**src/rtl/cef_params.svh**
```systemverilog
// cef_params.svh: offsets, bit positions, reset values and masks of the event flags
// assumes: included by bare name from the package and the cef_event_flags module, guarded against repeats
`ifndef CEF_PARAMS_SVH
`define CEF_PARAMS_SVH
// ----------------------------------------------------------------------
// register offsets on the serial register port
// ----------------------------------------------------------------------
`define CEF_OFS_FLAGS_A 8'h25
`define CEF_OFS_FLAGS_B 8'h26
`define CEF_OFS_FLAGS_F 8'h27
`define CEF_OFS_MASK_A 8'h28
`define CEF_OFS_MASK_B 8'h29
`define CEF_OFS_MASK_F 8'h2a
// ----------------------------------------------------------------------
// reset values and defined-bit masks
// ----------------------------------------------------------------------
`define CEF_RST_FLAGS 8'h00
`define CEF_RST_MASK 8'h00
`define CEF_DEF_A 8'heb
`define CEF_DEF_B 8'h9b
`define CEF_DEF_F 8'hfe
`define CEF_ADC_HIDE 8'h7f
// ----------------------------------------------------------------------
// field positions and sync flag latency
// ----------------------------------------------------------------------
`define CEF_A_ADC_DONE 7
`define CEF_B_SYNC 1
`define CEF_F_GATE 1
`define CEF_SYNC_LAT 3
`endif

```
**src/rtl/cef_pkg.sv**
```systemverilog
// cef_pkg: types shared by the event flag block and its testbench
// assumes: cef_params.svh is on the include path
package cef_pkg;
	`include "cef_params.svh"
	// ----------------------------------------------------------------------
	// live status from the charger core, same clock domain
	// ----------------------------------------------------------------------
	typedef struct packed {
		logic adc_conv_done; // one-cycle pulse at end of a conversion
		logic adc_continuous_mode; // converter runs continuously
		logic input_current_limit_active;
		logic input_voltage_limit_active;
		logic watchdog_expired_status;
		logic constant_voltage_timer_expired;
		logic [2:0] charge_phase;
		logic input_power_good;
		logic [2:0] thermistor_zone_field;
		logic reverse_mode_active;
		logic [1:0] peak_power_track_field;
		logic input_undervoltage_active;
		logic input_overvoltage_active;
		logic battery_overcurrent_active;
		logic battery_overvoltage_active;
		logic die_overheat_active;
		logic safety_timer_expired;
	} cef_status_t;
	// ----------------------------------------------------------------------
	// register port request
	// ----------------------------------------------------------------------
	typedef struct packed {
		logic rd_en; // one-cycle read strobe
		logic wr_en; // one-cycle write strobe
		logic [7:0] addr;
		logic [7:0] wdata;
	} cef_reg_req_t;
	// ----------------------------------------------------------------------
	// state of the flag block, except its synchroniser and detector flops
	// ----------------------------------------------------------------------
	typedef struct packed {
		logic [7:0] flags_a;
		logic [7:0] flags_b;
		logic [7:0] flags_f;
		logic [7:0] mask_a;
		logic [7:0] mask_b;
		logic [7:0] mask_f;
		logic [7:0] rd_data;
		logic rd_valid;
		logic int_pulse;
		logic live; // high from the second cycle after reset
	} cef_state_t;
	localparam cef_state_t CEF_ST_RST = '{flags_a: `CEF_RST_FLAGS, flags_b: `CEF_RST_FLAGS,
		flags_f: `CEF_RST_FLAGS, mask_a: `CEF_RST_MASK, mask_b: `CEF_RST_MASK,
		mask_f: `CEF_RST_MASK, rd_data: 8'h00, rd_valid: 1'b0, int_pulse: 1'b0,
		live: 1'b0};
endpackage : cef_pkg

```
**src/rtl/cef_sync.sv**
```systemverilog
// cef_sync: two-flop synchroniser for pin levels, one bit per lane
// assumes: inputs are slow levels; no pulse shorter than two clocks
`timescale 1ns/1ps
module cef_sync #(
	parameter int W = 1
) (
	// clock and reset
	input wire logic clk,
	input wire logic sys_rst,
	// pin side and clock side
	input wire logic [W-1:0] pin_level,
	output logic [W-1:0] sync_level
);
	typedef struct packed {
		logic [W-1:0] meta; // first stage, read by the second stage only
		logic [W-1:0] sync;
	} cef_sync_st_t;
	cef_sync_st_t st_ff;
	cef_sync_st_t nxt_st;
	// ----------------------------------------------------------------------
	// shift the pin through both stages
	// ----------------------------------------------------------------------
	always_comb begin
		nxt_st.meta = pin_level;
		nxt_st.sync = st_ff.meta;
	end
	always_ff @(posedge clk) begin
		if (sys_rst) begin
			st_ff <= '0;
		end else begin
			st_ff <= nxt_st;
		end
	end
	assign sync_level = st_ff.sync;
endmodule : cef_sync

```
**src/rtl/cef_evt_det.sv**
```systemverilog
// cef_evt_det: per-bit rising edge and whole-field change detector
// assumes: level is in the clock domain; events are combinational one-cycle pulses
`timescale 1ns/1ps
module cef_evt_det #(
	parameter int W = 1
) (
	// clock and reset
	input wire logic clk,
	input wire logic sys_rst,
	// watched level and events
	input wire logic [W-1:0] level,
	output logic [W-1:0] rise,
	output logic chg
);
	typedef struct packed {
		logic armed; // first cycle after reset only captures
		logic [W-1:0] prev;
	} cef_det_st_t;
	cef_det_st_t st_ff;
	cef_det_st_t nxt_st;
	// ----------------------------------------------------------------------
	// compare against last cycle; unarmed keeps a level present at reset quiet
	// ----------------------------------------------------------------------
	always_comb begin
		nxt_st.armed = 1'b1;
		nxt_st.prev = level;
		rise = st_ff.armed ? (level & ~st_ff.prev) : '0;
		chg = st_ff.armed && (level != st_ff.prev);
	end
	always_ff @(posedge clk) begin
		if (sys_rst) begin
			st_ff <= '0;
		end else begin
			st_ff <= nxt_st;
		end
	end
endmodule : cef_evt_det

```
**src/rtl/cef_event_flags.sv**
```systemverilog
// cef_event_flags: three clear-on-read event flag registers with their mask registers
// assumes: status comes from core logic on clk; two pin levels arrive asynchronously
//
// Operation
// - one-shot conversion done sets flags A bit 7
// - continuous mode reads conversion flag as zero
// - flags read-only; a read clears returned flags
// - entering input current regulation sets A bit 6
// - entering input voltage regulation sets A bit 5
// - watchdog expiry rising edge sets A bit 3
// - constant voltage timer rising sets A bit 1
// - charge phase change sets A bit 0
// - power good toggle sets B bit 7
// - thermistor zone change sets B bit 4
// - reverse mode entry or exit sets B bit 3
// - sync pin status change sets B bit 1
// - peak power track change sets B bit 0
// - input undervoltage entry sets fault bit 7
// - input overvoltage entry sets fault bit 6
// - battery overcurrent entry sets fault bit 5
// - battery overvoltage entry sets fault bit 4
// - thermal shutdown entry sets fault bit 3
// - safety timer rising edge sets fault bit 2
// - gate driver supply fault sets fault bit 1
// - all three flag registers reset to zero
// - mask bit one suppresses interrupt pulse
`timescale 1ns/1ps
`include "cef_params.svh"
module cef_event_flags (
	// clock and reset
	input wire logic clk,
	input wire logic sys_rst,
	// live status from the charger core
	input wire cef_pkg::cef_status_t status,
	// asynchronous pin levels
	input wire logic switch_clock_sync_input,
	input wire logic gate_driver_supply_pin,
	// serial register port
	input wire cef_pkg::cef_reg_req_t reg_req,
	output logic [7:0] reg_rdata,
	output logic reg_rvalid,
	// interrupt request pulse
	output logic int_pulse
);
	import cef_pkg::*;

	// ----------------------------------------------------------------------
	// state and working signals
	// ----------------------------------------------------------------------
	cef_state_t st_ff; // every register of the block except the synchroniser and detector flops
	cef_state_t nxt_st; // next value, built in one place
	logic [1:0] pin_sync; // synchronised pins: [1] sync pin, [0] gate supply
	logic [10:0] rise_lvl; // levels whose rising edge is an event
	logic [10:0] rise_evt; // one pulse per rising edge
	logic phase_chg; // charge phase moved
	logic pgood_chg; // power good toggled
	logic zone_chg; // thermistor zone moved
	logic rev_chg; // reverse mode toggled
	logic sync_chg; // sync pin status moved
	logic ppt_chg; // peak power tracking moved
	logic adc_evt; // conversion done counted in one-shot mode only
	logic [7:0] set_a; // events aimed at flags A
	logic [7:0] set_b; // events aimed at flags B
	logic [7:0] set_f; // events aimed at the fault flags
	logic [7:0] rd_word; // value the addressed register returns
	logic [7:0] clr_a; // flags A cleared by a read
	logic [7:0] clr_b; // flags B cleared by a read
	logic [7:0] clr_f; // fault flags cleared by a read
	logic unmasked; // some event passes its mask

	// ----------------------------------------------------------------------
	// pin synchronisers
	// ----------------------------------------------------------------------
	// the pins are not on clk; two flops before any detector looks at them
	cef_sync #(
		.W(2)
	) u_pin_sync (
		.clk(clk),
		.sys_rst(sys_rst),
		.pin_level({switch_clock_sync_input, gate_driver_supply_pin}),
		.sync_level(pin_sync)
	);

	// ----------------------------------------------------------------------
	// event detectors
	// ----------------------------------------------------------------------
	// entries into protection and regulation are rising edges of their levels
	assign rise_lvl = {status.input_current_limit_active, status.input_voltage_limit_active,
		status.watchdog_expired_status, status.constant_voltage_timer_expired,
		status.input_undervoltage_active, status.input_overvoltage_active,
		status.battery_overcurrent_active, status.battery_overvoltage_active,
		status.die_overheat_active, status.safety_timer_expired, pin_sync[0]};

	// one instance covers every rising-edge event
	cef_evt_det #(
		.W(11)
	) u_rise (
		.clk(clk),
		.sys_rst(sys_rst),
		.level(rise_lvl),
		.rise(rise_evt),
		.chg()
	);

	// charge phase: any transition counts, whatever the new phase
	cef_evt_det #(
		.W(3)
	) u_phase (
		.clk(clk),
		.sys_rst(sys_rst),
		.level(status.charge_phase),
		.rise(),
		.chg(phase_chg)
	);

	// power good: both directions count
	cef_evt_det #(
		.W(1)
	) u_pgood (
		.clk(clk),
		.sys_rst(sys_rst),
		.level(status.input_power_good),
		.rise(),
		.chg(pgood_chg)
	);

	// thermistor zone: any transition counts
	cef_evt_det #(
		.W(3)
	) u_zone (
		.clk(clk),
		.sys_rst(sys_rst),
		.level(status.thermistor_zone_field),
		.rise(),
		.chg(zone_chg)
	);

	// reverse mode: entry and exit both count
	cef_evt_det #(
		.W(1)
	) u_rev (
		.clk(clk),
		.sys_rst(sys_rst),
		.level(status.reverse_mode_active),
		.rise(),
		.chg(rev_chg)
	);

	// sync pin status, after the synchroniser
	cef_evt_det #(
		.W(1)
	) u_sync (
		.clk(clk),
		.sys_rst(sys_rst),
		.level(pin_sync[1]),
		.rise(),
		.chg(sync_chg)
	);

	// peak power tracking state: any transition counts
	cef_evt_det #(
		.W(2)
	) u_ppt (
		.clk(clk),
		.sys_rst(sys_rst),
		.level(status.peak_power_track_field),
		.rise(),
		.chg(ppt_chg)
	);

	// ----------------------------------------------------------------------
	// event vectors, laid out as the flag registers
	// ----------------------------------------------------------------------
	// continuous conversions never raise the done flag
	assign adc_evt = status.adc_conv_done && !status.adc_continuous_mode;
	// reserved positions are tied low so they can never set
	assign set_a = {adc_evt, rise_evt[10], rise_evt[9], 1'b0, rise_evt[8], 1'b0,
		rise_evt[7], phase_chg};
	assign set_b = {pgood_chg, 2'b00, zone_chg, rev_chg, 1'b0,
		sync_chg, ppt_chg};
	assign set_f = {rise_evt[6:0], 1'b0};

	// ----------------------------------------------------------------------
	// next state: register port, flag latches, interrupt pulse
	// ----------------------------------------------------------------------
	always_comb begin
		nxt_st = st_ff;
		rd_word = 8'h00;
		clr_a = 8'h00;
		clr_b = 8'h00;
		clr_f = 8'h00;
		// read mux; unmapped offsets answer zero
		case (reg_req.addr)
			`CEF_OFS_FLAGS_A: begin
				// the done flag is hidden while converting continuously
				if (status.adc_continuous_mode) begin
					rd_word = st_ff.flags_a & `CEF_ADC_HIDE;
				end else begin
					rd_word = st_ff.flags_a;
				end
				clr_a = reg_req.rd_en ? rd_word : 8'h00;
			end
			`CEF_OFS_FLAGS_B: begin
				rd_word = st_ff.flags_b;
				clr_b = reg_req.rd_en ? rd_word : 8'h00;
			end
			`CEF_OFS_FLAGS_F: begin
				rd_word = st_ff.flags_f;
				clr_f = reg_req.rd_en ? rd_word : 8'h00;
			end
			`CEF_OFS_MASK_A: begin
				rd_word = st_ff.mask_a;
			end
			`CEF_OFS_MASK_B: begin
				rd_word = st_ff.mask_b;
			end
			`CEF_OFS_MASK_F: begin
				rd_word = st_ff.mask_f;
			end
			default: begin
				rd_word = 8'h00;
			end
		endcase
		// read answer is registered; data hold between reads
		if (reg_req.rd_en) begin
			nxt_st.rd_data = rd_word;
		end
		nxt_st.rd_valid = reg_req.rd_en;
		// set is applied after clear, so a same-cycle event survives the read
		nxt_st.flags_a = (st_ff.flags_a & ~clr_a) | set_a;
		nxt_st.flags_b = (st_ff.flags_b & ~clr_b) | set_b;
		nxt_st.flags_f = (st_ff.flags_f & ~clr_f) | set_f;
		// writes reach the masks only; flag offsets ignore them
		if (reg_req.wr_en) begin
			case (reg_req.addr)
				`CEF_OFS_MASK_A: begin
					nxt_st.mask_a = reg_req.wdata & `CEF_DEF_A;
				end
				`CEF_OFS_MASK_B: begin
					nxt_st.mask_b = reg_req.wdata & `CEF_DEF_B;
				end
				`CEF_OFS_MASK_F: begin
					nxt_st.mask_f = reg_req.wdata & `CEF_DEF_F;
				end
				default: begin
					nxt_st.mask_a = st_ff.mask_a;
				end
			endcase
		end
		// a masked event still latches its flag, it only skips the pulse
		unmasked = |(set_a & ~st_ff.mask_a) || |(set_b & ~st_ff.mask_b)
			|| |(set_f & ~st_ff.mask_f);
		nxt_st.int_pulse = unmasked;
		nxt_st.live = 1'b1;
	end

	// ----------------------------------------------------------------------
	// state register
	// ----------------------------------------------------------------------
	always_ff @(posedge clk) begin
		if (sys_rst) begin
			st_ff <= CEF_ST_RST;
		end else begin
			st_ff <= nxt_st;
		end
	end

	// outputs come straight from the state register
	assign reg_rdata = st_ff.rd_data;
	assign reg_rvalid = st_ff.rd_valid;
	assign int_pulse = st_ff.int_pulse;
endmodule : cef_event_flags

```
**config.mk**
```make
export PLATFORM = sky130hd
export DESIGN_NAME = cef_event_flags
export DESIGN_NICKNAME = d
export VERILOG_FILES = /design/src/rtl/cef_pkg.sv /design/src/rtl/cef_sync.sv /design/src/rtl/cef_evt_det.sv /design/src/rtl/cef_event_flags.sv
export VERILOG_INCLUDE_DIRS = /design/src /design/src/rtl
export SDC_FILE = /design/constraint.sdc
export NUM_CORES = 1
export LEC_CHECK = 0
export BUFFER_PORTS_ARGS = -buffer_cell sky130_fd_sc_hd__buf_2
export CORE_ASPECT_RATIO = 1.2
export CORE_MARGIN = 1.5
export CORE_UTILIZATION = 50
export DETAILED_ROUTE_END_ITERATION = 8
export HOLD_SLACK_MARGIN = 0.03
export PLACE_DENSITY_LB_ADDON = 0.2
export SLEW_MARGIN = 10
export SYNTH_ARGS = -nofsm -noshare
export SYNTH_HDL_FRONTEND = slang
export SYNTH_SLANG_ARGS = --single-unit
```
**constraint.sdc**
```tcl
create_clock -name clk -period 1.9 [get_ports clk]
set_input_delay 0.38 -clock clk [delete_from_list [all_inputs] [get_ports clk]]
set_output_delay 0.38 -clock clk [all_outputs]
set_load 0.05 [all_outputs]
```
# After elaboration in Yosys (flattened, before gate mapping)
# Index checks and enable logic that the tools add are counted.
[word_totals]
wordCells = 86
input_bits = 44
out_inout_bits = 10
reg_bits = 85
[op_classes]
bitwise = 17
n_eq_ne = 12
muxes = 16
n_reduce_logical = 16
[op_table]
columns = ["cell", "n"]
rows = [
  ["$mux W8", 7],
  ["$and A8 B8 Y8", 6],
  ["$eq A8 B6 Y1 const B", 6],
  ["$not A8 Y8", 6],
  ["$pmux W8 S6", 1],
  ["$or A8 B8 Y8", 3],
  ["$reduce_or A8 Y1", 3],
  ["$mux W12", 1],
  ["$and A11 B11 Y11", 1],
  ["$mux W11", 1],
  ["$not A11 Y11", 1],
  ["$mux W4", 2],
  ["$logic_and A1 B1 Y1", 7],
  ["$mux W2", 3],
  ["$ne A3 B3 Y1", 2],
  ["$reduce_and A2 Y1", 3],
  ["$mux W3", 1],
  ["$ne A1 B1 Y1", 3],
  ["$logic_or A1 B1 Y1", 2],
  ["$ne A2 B2 Y1", 1],
  ["$logic_not A1 Y1", 1],
]

# Logic depth before layout (Yosys ltp)
# Gate-level depths: netlist of the first run.
[depth]
ltp_word = 7
mapped_depth = 6
mapped_depth_nobuf = 5

# Hierarchy
# A second synthesis of the first run with hierarchy kept.
[unflattened]
cells_unflattened = 408
area_unflattened_um2 = 3883.7
[by_module_without_submodules]
columns = ["module", "area_each_um2", "seq_area_each_um2", "cells_per_inst", "n_inst"]
rows = [
  ["cef_event_flags", 2421.1, 1041.0, 262, 1],
  ["cef_evt_det (u_rise)", 596.8, 240.2, 63, 1],
  ["cef_evt_det (u_phase ...)", 183.9, 80.1, 19, 2],
  ["cef_evt_det (u_pgood ...)", 86.3, 40.0, 8, 3],
  ["cef_evt_det (u_ppt)", 133.9, 60.1, 13, 1],
  ["cef_sync", 105.1, 80.1, 8, 1],
]

# Worst setup path before layout of the first run
# No wires, ideal clock.
[synth_timing]
path_type = "input to register"
from = "in reg_req[15] (netlist name)"
to = "reg st_ff[36] (netlist name)"
arrival_time_ns = 1.770
t_required_ns = 1.772
path_stages = 6
setup_ns = 0.128
slack_ns = 0.003
cell_sequence = "nor4b_4 -> nand2_2 -> or3_1 -> clkbuf_1 -> a32oi_1 -> nor2_1"
[synth_between]
elab_chain_len = 5
[synth_rtl]
columns = ["item", "line_no", "text"]
rows = [
  ["start, declared", "cef_event_flags.sv:39", "input wire cef_pkg::cef_reg_req_t reg_req,"],
  ["$eq A8 B6 Y1", "cef_event_flags.sv:193", "case (reg_req.addr)"],
  ["$mux W8", "cef_event_flags.sv:193", ""],
  ["$not A8 Y8", "cef_event_flags.sv:232", "nxt_st.flags_f = (st_ff.flags_f & ~clr_f) | set_f;"],
  ["$and A8 B8 Y8", "cef_event_flags.sv:232", ""],
  ["$or A8 B8 Y8", "cef_event_flags.sv:232", ""],
  ["end signal, assigned", "cef_event_flags.sv:264", "st_ff <= nxt_st;"],
  ["end, declared", "cef_event_flags.sv:50", "cef_state_t st_ff;"],
]
# Every way passes these cells.
# A chain may end at the register's enable or synchronous reset.

# Worst setup path after layout of the first run
[layout_timing]
from = "in reg_req[15] (netlist name)"
to = "reg st_ff[41] (netlist name)"
# Same word-level chain as after synthesis.

==> results by group, run 1 <==
Synthesis
  – Synth Warn #: 0
  – Commonest cells post-synth: dfxtp_1, nor2_1, nor2b_1
  – Post-Synthesis Mean Instance Area: 9.52 um2
  – Sequential fraction of the synthesis area: 47.7%
  – Simple-gate area share of the yosys netlist: 21.1%
  – Compound-Gate Fraction of Synth Area: between 10% and 20%
  – Synth top area share: 47.7%
  – Library cells used by synthesis: 40
  – Summed instance area of the synthesized netlist: around 0.0033 mm2
  – Most repeated cell in the gate-level netlist after synthesis: dfxtp_1
  – Main combinational cell family by area after synthesis: simple AND/OR/NAND/NOR gates
  – Post-synthesis mux area share: about 8.4%
  – Top area cells in the synthesized netlist: dfxtp_1, mux2i_1, nor2b_1
  – Post-synth net total: 392
  – Async set or reset register ratio after synthesis: 0%
  – Share of synthesized cell area in full adder, half adder and majority cells: 0%
  – Number of enable flip-flop cells after synthesis: 0
  – Number of standard cells after synthesis: 348
  – Largest area contributor in the synthesized netlist: dfxtp_1
  – Predominant post-synthesis flop cell: dfxtp_1
  – Post-synthesis share of cell area spent on xor and xnor gates: 2.91%
  – Synthesis-stage register bit count: 79

Setup path
  – Origin of the critical flop-to-flop path: st_ff[28]$_SDFFE_PP0P_
  – Critical Path End: st_ff[41]$_SDFF_PP0_
  – Register-to-register setup slack: 0.29 ns
  – Crit path capture type: register
  – Worst reg-to-reg path cell count: 6
  – Sort of element at the start of the critical path: input port
  – Category of the most critical setup path: input port to register
  – Worst-path fanout max: 8
  – Worst reg2reg path endpoint: int_pulse$_SDFF_PP0_
  – Data arrival time of the critical path: 1.83 ns
  – Endpoint required time on the critical path: ~2.1 ns
  – Startpoint of the worst setup timing path: reg_req[15]

Layout
  – Share of final-layout standard cells stronger than drive strength 1: between 20% and 30%
  – Net count of the finished layout: 461
  – Filler cells: between 500 and 600
  – Total non-filler cell area in the finished layout: just over 0.004 mm2
  – Post-layout utilization of the core: between 60 and 70%
  – Layout overhead on the synthesized area: 22.4%
  – Ant. Diodes: 0

Clock tree
  – TritonCTS clock tree: yes
  – Post-CTS setup buffers: 0
  – Number of sinks on the clock net: 79
  – Root buffer cell: clkbuf_8
  – Post-CTS clock slew at the launch and capture registers of the worst setup and hold paths: 0.08 ns
  – Maximum root-to-sink buffer count: 2
  – H-Tree Level Count: 3
  – Cells resized by post-CTS repair: 0
  – Number of hold buffers added after cts: 0
  – Insertion delay of the later-clocked pin in the worst-skew pair: between 0.3 and 0.4 ns
  – TritonCTS buffer count: 9

Detailed routing
  – Avg WL per Cell: 15.5 um
  – Number of design rule violations left after detail routing: 0
  – Antenna viol nets, final: 0
  – Number of detailed-route iterations in the first pass: 4
  – Violation count after the first detailed-routing iteration: 159
  – Routed via count: 2729
  – Via-to-Cell Ratio: roughly 5.4
  – Final WL: 7850 um

Timing
  – Timing-limited maximum frequency: a little over 0.6 GHz
  – Max-Slew Margin vs Limit: 67.0%
  – Transition time at the pin with the least slew margin: 0.495 ns
  – Fin. max-slew vios: 0
  – Final setup vio count: 0
  – RSZ-0062 raised after global routing: no
  – Hold violation count in the final report: 0
  – Post-route minimum period: 1.61 ns
  – Crit share post-route: 84.9%
  – Maximum clock skew at final layout: 0.00922 ns

Place
  – Gpl congestion: 0.855
  – Number of buffers inserted by port buffering: 53
  – HPWL reported at the end of detailed placement: 5960 um
  – DP Area: ~0.0038 mm2

Die
  – Number of I/O pins: 54
  – Placement Rows: 32
  – Vertical die dimension: 92.2 um
  – Core Area: approximately 0.0064 mm2
  – Area of the die: a little over 0.007 mm2
  – Horizontal die dimension: 77.3 um
  – Initial Util: 51.7%

Status
  – Status: completed

GRT
  – Antenna violations before repair: 0
  – Wire length of the first global-routing pass: 13100 um
  – Largest net degree at the start of global routing: 27
  – Vias in the first global route: 2757
  – Global route overflow: 0
  – Total track usage: between 20% and 30%

Power and ir drop
  – Worst-case vdd ir drop: 0.595 mV
  – P per Cell Area: slightly below 900 mW/mm2
  – Design Power: 3.59 mW
  – Leakage power summed over all cells: approximately 1.8 nW

Worst hold path
  – Path class of the lowest-slack min-delay path: input port to register

Run
  – Count of maximum capacitance violations: 0
[cell families (layout without fill, tap and decap cells)]
group	Yosys count	after routing
mux	27	27
compound gates	64	64
xor+xnor	11	11
simple gates	126	126
flops	79	79
buf+inv	41	115
[placed cells by master, fill, tap and decap left out, types with 2 or more instances in the layout]
cell type	count
dfxtp_1	79
nor3b_1	11
clkbuf_8	11
xor2_1	11
o21ai_0	8
a22oi_1	12
nand2_1	17
mux2_2	6
o22ai_1	3
mux2i_1	21
a211oi_1	2
and3_1	7
nor2_1	40
buf_2	53
nor2b_1	32
o32ai_1	5
bufinv_16	3
nor4_1	2
inv_1	15
a21oi_1	12
o221ai_1	2
nor4b_4	2
o31ai_1	2
buf_4	30
nand3_1	6
a32oi_1	13
[worst min-delay path by stage]
stage,startpoint,to,slack [ns],cells past startpoint
2_1_floorplan,u_pin_sync.nxt_st[0]$_SDFF_PP0_,u_pin_sync.sync_level[0]$_SDFF_PP0_,0.41,1
3_3_place_gp,u_pin_sync.nxt_st[0]$_SDFF_PP0_,u_pin_sync.sync_level[0]$_SDFF_PP0_,0.42,1
3_5_place_dp,u_pin_sync.nxt_st[1]$_SDFF_PP0_,u_pin_sync.sync_level[1]$_SDFF_PP0_,0.42,1
4_1_cts,switch_clock_sync_input,u_pin_sync.nxt_st[1]$_SDFF_PP0_,0.24,2
5_1_grt,switch_clock_sync_input,u_pin_sync.nxt_st[1]$_SDFF_PP0_,0.24,2
6_report,switch_clock_sync_input,u_pin_sync.nxt_st[1]$_SDFF_PP0_,0.25,2
[where the power goes]
group          switching [mW]  leakage, nW  internal (mW)  total [mW]
Combinational           0.164         1.00          0.143       0.307
Clock                   0.595        0.130          0.945        1.54
Sequential             0.0341        0.648           1.71        1.75
Total                   0.793         1.78           2.80        3.59
[state kept, by name, indices dropped and copies added, names as in the netlist, 2 cells and up]
register,count
st_ff,42
u_rise.st_ff,11
reg_rdata,8
u_phase.st_ff,3
u_zone.st_ff,3
u_pgood.st_ff,2
u_pin_sync.nxt_st,2
u_pin_sync.sync_level,2
u_ppt.st_ff,2
[critical path, cell delays in order]
cell and delay [ns]:
buf_2 0.12, nor4b_4 0.25, buf_4 0.18, nand2_2 0.09, or3_1 0.53, a32oi_1 0.21
nor2_1 0.06
[cell type report]
| class | count | area (um2) | share of cell area [%] |
|---|---|---|---|
| Timing Repair Buffer | 84 | 510 | 12.6 |
| Sequential cell | 79 | 1580 | 39.0 |
| Multi-Input combinational cell | 228 | 1550 | 38.1 |
| Clock inverter | 5 | 104 | 2.56 |
| Tap cell | 85 | 106 | 2.62 |
| Clock buffer | 11 | 151 | 3.73 |
| Inverter | 15 | 56.3 | 1.39 |
[metrics by stage]
step / setup slack (ns) / hold slack, ns / instances / setup TNS, ns
6_report: 0.287 / 0.247 / 507 / 0
3_5_place_dp: -0.0795 / 0.425 / 491 / -0.436
5_1_grt: 0.186 / 0.244 / 507 / 0
2_1_floorplan: 0.00272 / 0.414 / 348 / 0
3_3_place_gp: -0.0404 / 0.419 / 491 / -0.184
4_1_cts: 0.267 / 0.236 / 507 / 0
[per-layer routing]
layer | part of all wire, % | wire [um] | track usage [%]
met2 | 49 | 3840 | 39.8
met4 | 2.7 | 214 | 10.0
met5 | 0 | 0 | 0
met1 | 44 | 3460 | 28.7
met3 | 4.3 | 337 | 5.67
(Power assumes the default switching activity.)
==> run 2, diff against run 1 <==
--- a/config.mk
+++ b/config.mk
@@ -6,10 +6,11 @@
 export SDC_FILE = /design/constraint.sdc
 export NUM_CORES = 1
 export LEC_CHECK = 0
+export ABC_AREA = 1
 export BUFFER_PORTS_ARGS = -buffer_cell sky130_fd_sc_hd__buf_2
 export CORE_ASPECT_RATIO = 1.2
 export CORE_MARGIN = 1.5
-export CORE_UTILIZATION = 50
+export CORE_UTILIZATION = 51
 export DETAILED_ROUTE_END_ITERATION = 8
 export HOLD_SLACK_MARGIN = 0.03
 export PLACE_DENSITY_LB_ADDON = 0.2
==> constraint.sdc (replaced) <==
create_clock -name clk -period 1.4 [get_ports clk]
set_input_delay 0.28 -clock clk [delete_from_list [all_inputs] [get_ports clk]]
set_output_delay 0.28 -clock clk [all_outputs]
set_load 0.05 [all_outputs]
==> results by group, run 2 <==
Status
  – Status: completed

Clock tree
  – Cells resized by post-CTS repair: 0
  – Post-CTS clock slew at the launch and capture registers of the worst setup and hold paths: 0.08 ns
  – Insertion delay of the later-clocked pin in the worst-skew pair: 0.36 ns
  – Post-CTS setup buffers: 0
  – Number of sinks on the clock net: 79
  – TritonCTS clock tree: yes
  – Maximum root-to-sink buffer count: 2
  – H-Tree Level Count: 3
  – Root buffer cell: clkbuf_8
  – Number of hold buffers added after cts: 0
  – TritonCTS buffer count: 9

Detailed routing
  – Routed via count: ~3.1k
  – Number of design rule violations left after detail routing: 0
  – Via-to-Cell Ratio: 5.01
  – Avg WL per Cell: 12.7 um
  – Final WL: 7750 um
  – Violation count after the first detailed-routing iteration: 296
  – Antenna viol nets, final: 0
  – Number of detailed-route iterations in the first pass: 5

Synthesis
  – Async set or reset register ratio after synthesis: 0%
  – Library cells used by synthesis: 26
  – Most repeated cell in the gate-level netlist after synthesis: dfxtp_1
  – Post-synth net total: 517
  – Top area cells in the synthesized netlist: dfxtp_1, nand3_1, inv_1
  – Commonest cells post-synth: dfxtp_1, inv_1, nand3_1
  – Synth Warn #: 0
  – Number of enable flip-flop cells after synthesis: 0
  – Summed instance area of the synthesized netlist: between 0.003 and 0.004 mm2
  – Synth top area share: 44.6%
  – Largest area contributor in the synthesized netlist: dfxtp_1
  – Number of standard cells after synthesis: 473
  – Post-Synthesis Mean Instance Area: between 7 and 8 um2
  – Predominant post-synthesis flop cell: dfxtp_1
  – Sequential fraction of the synthesis area: 44.6%
  – Synthesis-stage register bit count: 79

Setup path
  – Category of the most critical setup path: register to output port
  – Top Family by Delay on Critical Path: flip-flops
  – CP peak stage delay: ~0.34 ns
  – Sort of element at the start of the critical path: register
  – Crit path capture type: output port
  – Cells traversed along the worst timing path: buf_2
  – CP Buf/Inv Count: 1
  – Worst-path fanout max: 2
  – Data arrival time of the critical path: 0.96 ns
  – Endpoint required time on the critical path: 1.12 ns
  – Cell with the largest stage delay on the worst path: dfxtp_1

Power and ir drop
  – Clock power share: about 41%
  – Design Power: around 4.7 mW
  – Internal Pwr Total: about 3.6 mW
  – Sequential cell fraction of total power: roughly half
  – Fraction of power spent switching nets: 22.7%
  – Part of the total power dissipated in combinational logic: ~8.6%
  – Net switching power: 1.07 mW
  – Leakage power summed over all cells: 1.93 nW
  – P per Cell Area: approximately 1200 mW/mm2
  – Worst-case vdd ir drop: 0.832 mV

Die
  – Core Area: 0.00677 mm2
  – Vertical die dimension: 94.3 um
  – Area of the die: 0.00746 mm2
  – Number of I/O pins: 54
  – Initial Util: 52.3%
  – Horizontal die dimension: 79.1 um
  – Placement Rows: 33

Timing
  – Final setup vio count: 0
  – Hold violation count in the final report: 0
  – Transition time at the pin with the least slew margin: 0.319 ns
  – Worst hold-check slack: 0.119 ns
  – Timing-limited maximum frequency: 0.808 GHz
  – Max-Slew Margin vs Limit: 78.7%
  – Fin. max-slew vios: 0
  – Post-route minimum period: approximately 1.2 ns
  – RSZ-0062 raised after global routing: no
  – Crit share post-route: just under 90%
  – Maximum clock skew at final layout: roughly 0.0067 ns

Run
  – Count of maximum capacitance violations: 0

Layout
  – Max FFs per register: 42
  – Leading cell type in the layout, fill and taps excluded: dfxtp_1
  – Share of final-layout standard cells stronger than drive strength 1: 20.1%
  – Ant. Diodes: 0
  – Register with the most flip-flops: st_ff
  – Filler cells: 628
  – Commonest cells after routing, fill and taps aside: dfxtp_1, inv_1, nand3_1, nand2_1, buf_2
  – Layout overhead on the synthesized area: 15.1%
  – Net count of the finished layout: 564

Place
  – Number of buffers inserted by port buffering: 53
  – HPWL reported at the end of detailed placement: between 5000 and 6000 um
  – Gpl congestion: ~0.9

GRT
  – Vias in the first global route: 2810
  – Antenna violations before repair: 0
  – Wire length of the first global-routing pass: 13100 um
  – Global route overflow: 0
  – Total track usage: 23.1%
  – Largest net degree at the start of global routing: 55

Worst hold path
  – Path class of the lowest-slack min-delay path: input port to register
-- run 2: cell types whose count changed after synthesis, sizes merged, moves of 12 or more --
cell / change
a32oi: -13
mux2i: -21
nand3: +60
a21oi: +32
nand2: +53
o21ai: +17
inv: +65
nor2b: -32
nand4: +16
a22oi: -12
-- run 2: cells by family (layout without fill, tap and decap cells) --
| group | Yosys count | in the layout | share of synthesized area, % |
|---|---|---|---|
| simple gates | 210 | 210 | 29.8 |
| buf+inv | 107 | 156 | 13.6 |
| flops | 79 | 79 | 44.6 |
| compound gates | 69 | 69 | 10.1 |
| xor+xnor | 8 | 8 | 1.98 |
-- run 2: per-stage QoR --
step	instances	cell area (um2)	setup slack, ns	utilization (%)	setup TNS [ns]
5_1_grt	609	4080	0.0298	60.3	0
3_3_place_gp	596	3860	-0.0541	57.0	-0.0541
6_report	609	4080	0.162	60.3	0
4_1_cts	609	4080	0.156	60.3	0
2_1_floorplan	473	3540	0.195	-	0
3_5_place_dp	596	3860	-0.0821	57.0	-0.180
-- run 2: layout make-up --
cell class              instances  area, um2  area share (%)
clock inverters                 4       97.6            2.39
flip-flops and latches         79       1580            38.7
multi-input cells             287       1480            36.3
repair buffers                 62        383            9.38
well taps                      87        109            2.67
clock buffers                   9        124            3.03
inverters                      81        304            7.45
-- run 2: routing by layer --
layer  part of all wire, %  up-vias  track usage (%)
met4                   1.7        0             11.1
li1                      -     1587                -
met2                    49       97             39.2
met5                     0        -                0
met3                   6.3       12             3.88
met1                    43     1358             28.2
-- run 2: worst paths after layout --
path | start | end | slack [ns] | cells past startpoint
worst min-delay path | switch_clock_sync_input | u_pin_sync.nxt_st[1]$_SDFF_PP0_ | 0.12 | 3
worst max-delay path | reg_rdata[1]$_SDFFE_PP0P_ | reg_rdata[1] | 0.16 | 1
worst min register to register | u_pin_sync.nxt_st[1]$_SDFF_PP0_ | u_pin_sync.sync_level[1]$_SDFF_PP0_ | 0.40 | 2
worst max register to register | u_sync.st_ff[0]$_SDFF_PP0_ | int_pulse$_SDFF_PP0_ | 0.18 | 7
-- run 2: power by group through the flow --
| stage | logic, mW | clock network, mW | registers [mW] |
|---|---|---|---|
| after floorplan | 0.259 | 0 | 2.41 |
| after global placement | 0.402 | 0 | 2.41 |
| after detailed placement | 0.410 | 0 | 2.41 |
| after CTS | 0.412 | 1.97 | 2.36 |
| after global routing | 0.461 | 2.05 | 2.37 |
| final | 0.407 | 1.95 | 2.36 |
==> run 3, diff against run 2 <==
--- a/config.mk
+++ b/config.mk
@@ -9,7 +9,7 @@
 export ABC_AREA = 1
 export BUFFER_PORTS_ARGS = -buffer_cell sky130_fd_sc_hd__buf_2
 export CORE_ASPECT_RATIO = 1.2
-export CORE_MARGIN = 1.5
+export CORE_MARGIN = 10
 export CORE_UTILIZATION = 51
 export DETAILED_ROUTE_END_ITERATION = 8
 export HOLD_SLACK_MARGIN = 0.03
@@ -18,3 +18,4 @@
 export SYNTH_ARGS = -nofsm -noshare
 export SYNTH_HDL_FRONTEND = slang
 export SYNTH_SLANG_ARGS = --single-unit
+export TNS_END_PERCENT = 50
==> results by group, run 3 (same netlist as run 2, synthesis figures left out) <==
GRT
  – Vias in the first global route: 2992
  – Met3 routing resource usage after global routing: 5.69%
  – Routing usage on met2: a little over a quarter
  – Total track usage: ~16%
  – Global route overflow: 0
  – Largest net degree at the start of global routing: 49
  – Antenna violations before repair: 0
  – Wire length of the first global-routing pass: 13900 um
  – Fraction of met1 tracks used by global routing: roughly a fifth
  – Most used routing layer: met2

Detailed routing
  – Violation count after the first detailed-routing iteration: 219
  – Routed via count: 3062
  – Via-to-Cell Ratio: about 5
  – Number of design rule violations left after detail routing: 0
  – Avg WL per Cell: 13.7 um
  – Final WL: about 8400 um
  – Antenna viol nets, final: 0
  – Number of detailed-route iterations in the first pass: 5

Layout
  – Register with the most flip-flops: st_ff
  – Net count of the finished layout: 565
  – Ant. Diodes: 0
  – Filler cells: 627
  – Max FFs per register: 42
  – Share of final-layout standard cells stronger than drive strength 1: 20.6%
  – Leading cell type in the layout, fill and taps excluded: dfxtp_1
  – Commonest cells after routing, fill and taps aside: dfxtp_1, inv_1, nand3_1, nand2_1, buf_2
  – Total non-filler cell area in the finished layout: between 0.004 and 0.005 mm2
  – Post-Layout Cell Count: 612
  – Post-layout utilization of the core: 60.3%
  – Area of the multi-input gates: between 0.001 and 0.0015 mm2
  – Sequential cell area: 0.00158 mm2
  – Layout overhead on the synthesized area: 16.0%

Clock tree
  – TritonCTS buffer count: 9
  – H-Tree Level Count: 3
  – TritonCTS clock tree: yes
  – Post-CTS clock slew at the launch and capture registers of the worst setup and hold paths: 0.08 ns
  – Number of sinks on the clock net: 79
  – Root buffer cell: clkbuf_8
  – Number of hold buffers added after cts: 0
  – Post-CTS setup buffers: 0
  – Maximum root-to-sink buffer count: 2
  – Insertion delay of the later-clocked pin in the worst-skew pair: 0.35 ns
  – Cells resized by post-CTS repair: 0

Timing
  – Hold violation count in the final report: 0
  – Timing-limited maximum frequency: ~0.82 GHz
  – RSZ-0062 raised after global routing: no
  – Max-Slew Margin vs Limit: 77.1%
  – Final setup vio count: 0
  – Worst hold-check slack: between 0.1 and 0.15 ns
  – Post-route minimum period: 1.23 ns
  – Crit share post-route: around 88%
  – Transition time at the pin with the least slew margin: 0.343 ns
  – Fin. max-slew vios: 0
  – Final setup TNS: 0 ns
  – Setup slack after layout: ~0.17 ns
  – Maximum clock skew at final layout: about 0.0054 ns

Power and ir drop
  – Leakage power summed over all cells: just under 2 nW
  – Part of the total power dissipated in combinational logic: 8.6%
  – Internal Pwr Total: 3.72 mW
  – Net switching power: 1.10 mW
  – Sequential cell fraction of total power: between 40% and 50%
  – Clock power share: 42.4%
  – P per Cell Area: about 1200 mW/mm2
  – Fraction of power spent switching nets: 22.9%
  – Design Power: 4.82 mW
  – Worst-case vdd ir drop: 0.631 mV

Setup path
  – Cell with the largest stage delay on the worst path: dfxtp_1
  – Worst-path fanout max: 2
  – Sort of element at the start of the critical path: register
  – Category of the most critical setup path: register to output port
  – Cells traversed along the worst timing path: buf_2
  – Data arrival time of the critical path: 0.95 ns
  – CP Buf/Inv Count: 1
  – Top Family by Delay on Critical Path: flip-flops
  – Endpoint required time on the critical path: between 1 and 1.5 ns
  – CP peak stage delay: 0.33 ns
  – Crit path capture type: output port

Die
  – Vertical die dimension: 111 um
  – Area of the die: 0.0107 mm2
  – Core Area: 0.00681 mm2
  – Horizontal die dimension: approximately 96 um
  – Placement Rows: 33
  – Initial Util: 52.0%
  – Number of I/O pins: 54

Place
  – Pre-CTS WS: -0.179 ns
  – Number of buffers inserted by port buffering: 53
  – HPWL reported at the end of detailed placement: between 6000 and 7000 um
  – Number of placed instances with taps included: 597
  – DP Area: 0.00387 mm2
  – Gpl congestion: 0.884

Run
  – Count of maximum capacitance violations: 0

Worst hold path
  – Path class of the lowest-slack min-delay path: input port to register

Status
  – Status: completed
==> run 3: final timing paths <==
check                                   from                                   to  slack [ns]  cells after the start
max reg2reg       u_sync.st_ff[0]$_SDFF_PP0_                 int_pulse$_SDFF_PP0_        0.21                      7
min reg2reg  u_pin_sync.nxt_st[1]$_SDFF_PP0_  u_pin_sync.sync_level[1]$_SDFF_PP0_        0.41                      2
min                  switch_clock_sync_input      u_pin_sync.nxt_st[1]$_SDFF_PP0_        0.13                      3
max                reg_rdata[3]$_SDFFE_PP0P_                         reg_rdata[3]        0.17                      1
==> run 3: cell type report <==
type                       count  share of cell area, %
sequential                    79                   38.5
tap                           87                   2.65
timing repair buffer          63                   9.49
clock buffer                  10                   3.35
clock inverter                 5                   2.59
inverter                      81                   7.40
multi-input combinational    287                   36.1
==> run 3: metal layers <==
metal	wire, um	vias to the layer above	part of all wire [%]
met1	3660	1367	44
met4	112	0	1.3
met2	4030	90	48
li1	-	1591	-
met5	0	-	0
met3	593	14	7.1
==> run 3: power by group through the flow <==
stage	clock network (mW)	logic (mW)	registers (mW)
2_1_floorplan	0	0.259	2.41
3_3_place_gp	0	0.407	2.41
3_5_place_dp	0	0.416	2.41
4_1_cts	2.08	0.419	2.36
5_1_grt	2.18	0.472	2.37
6_report	2.04	0.416	2.36
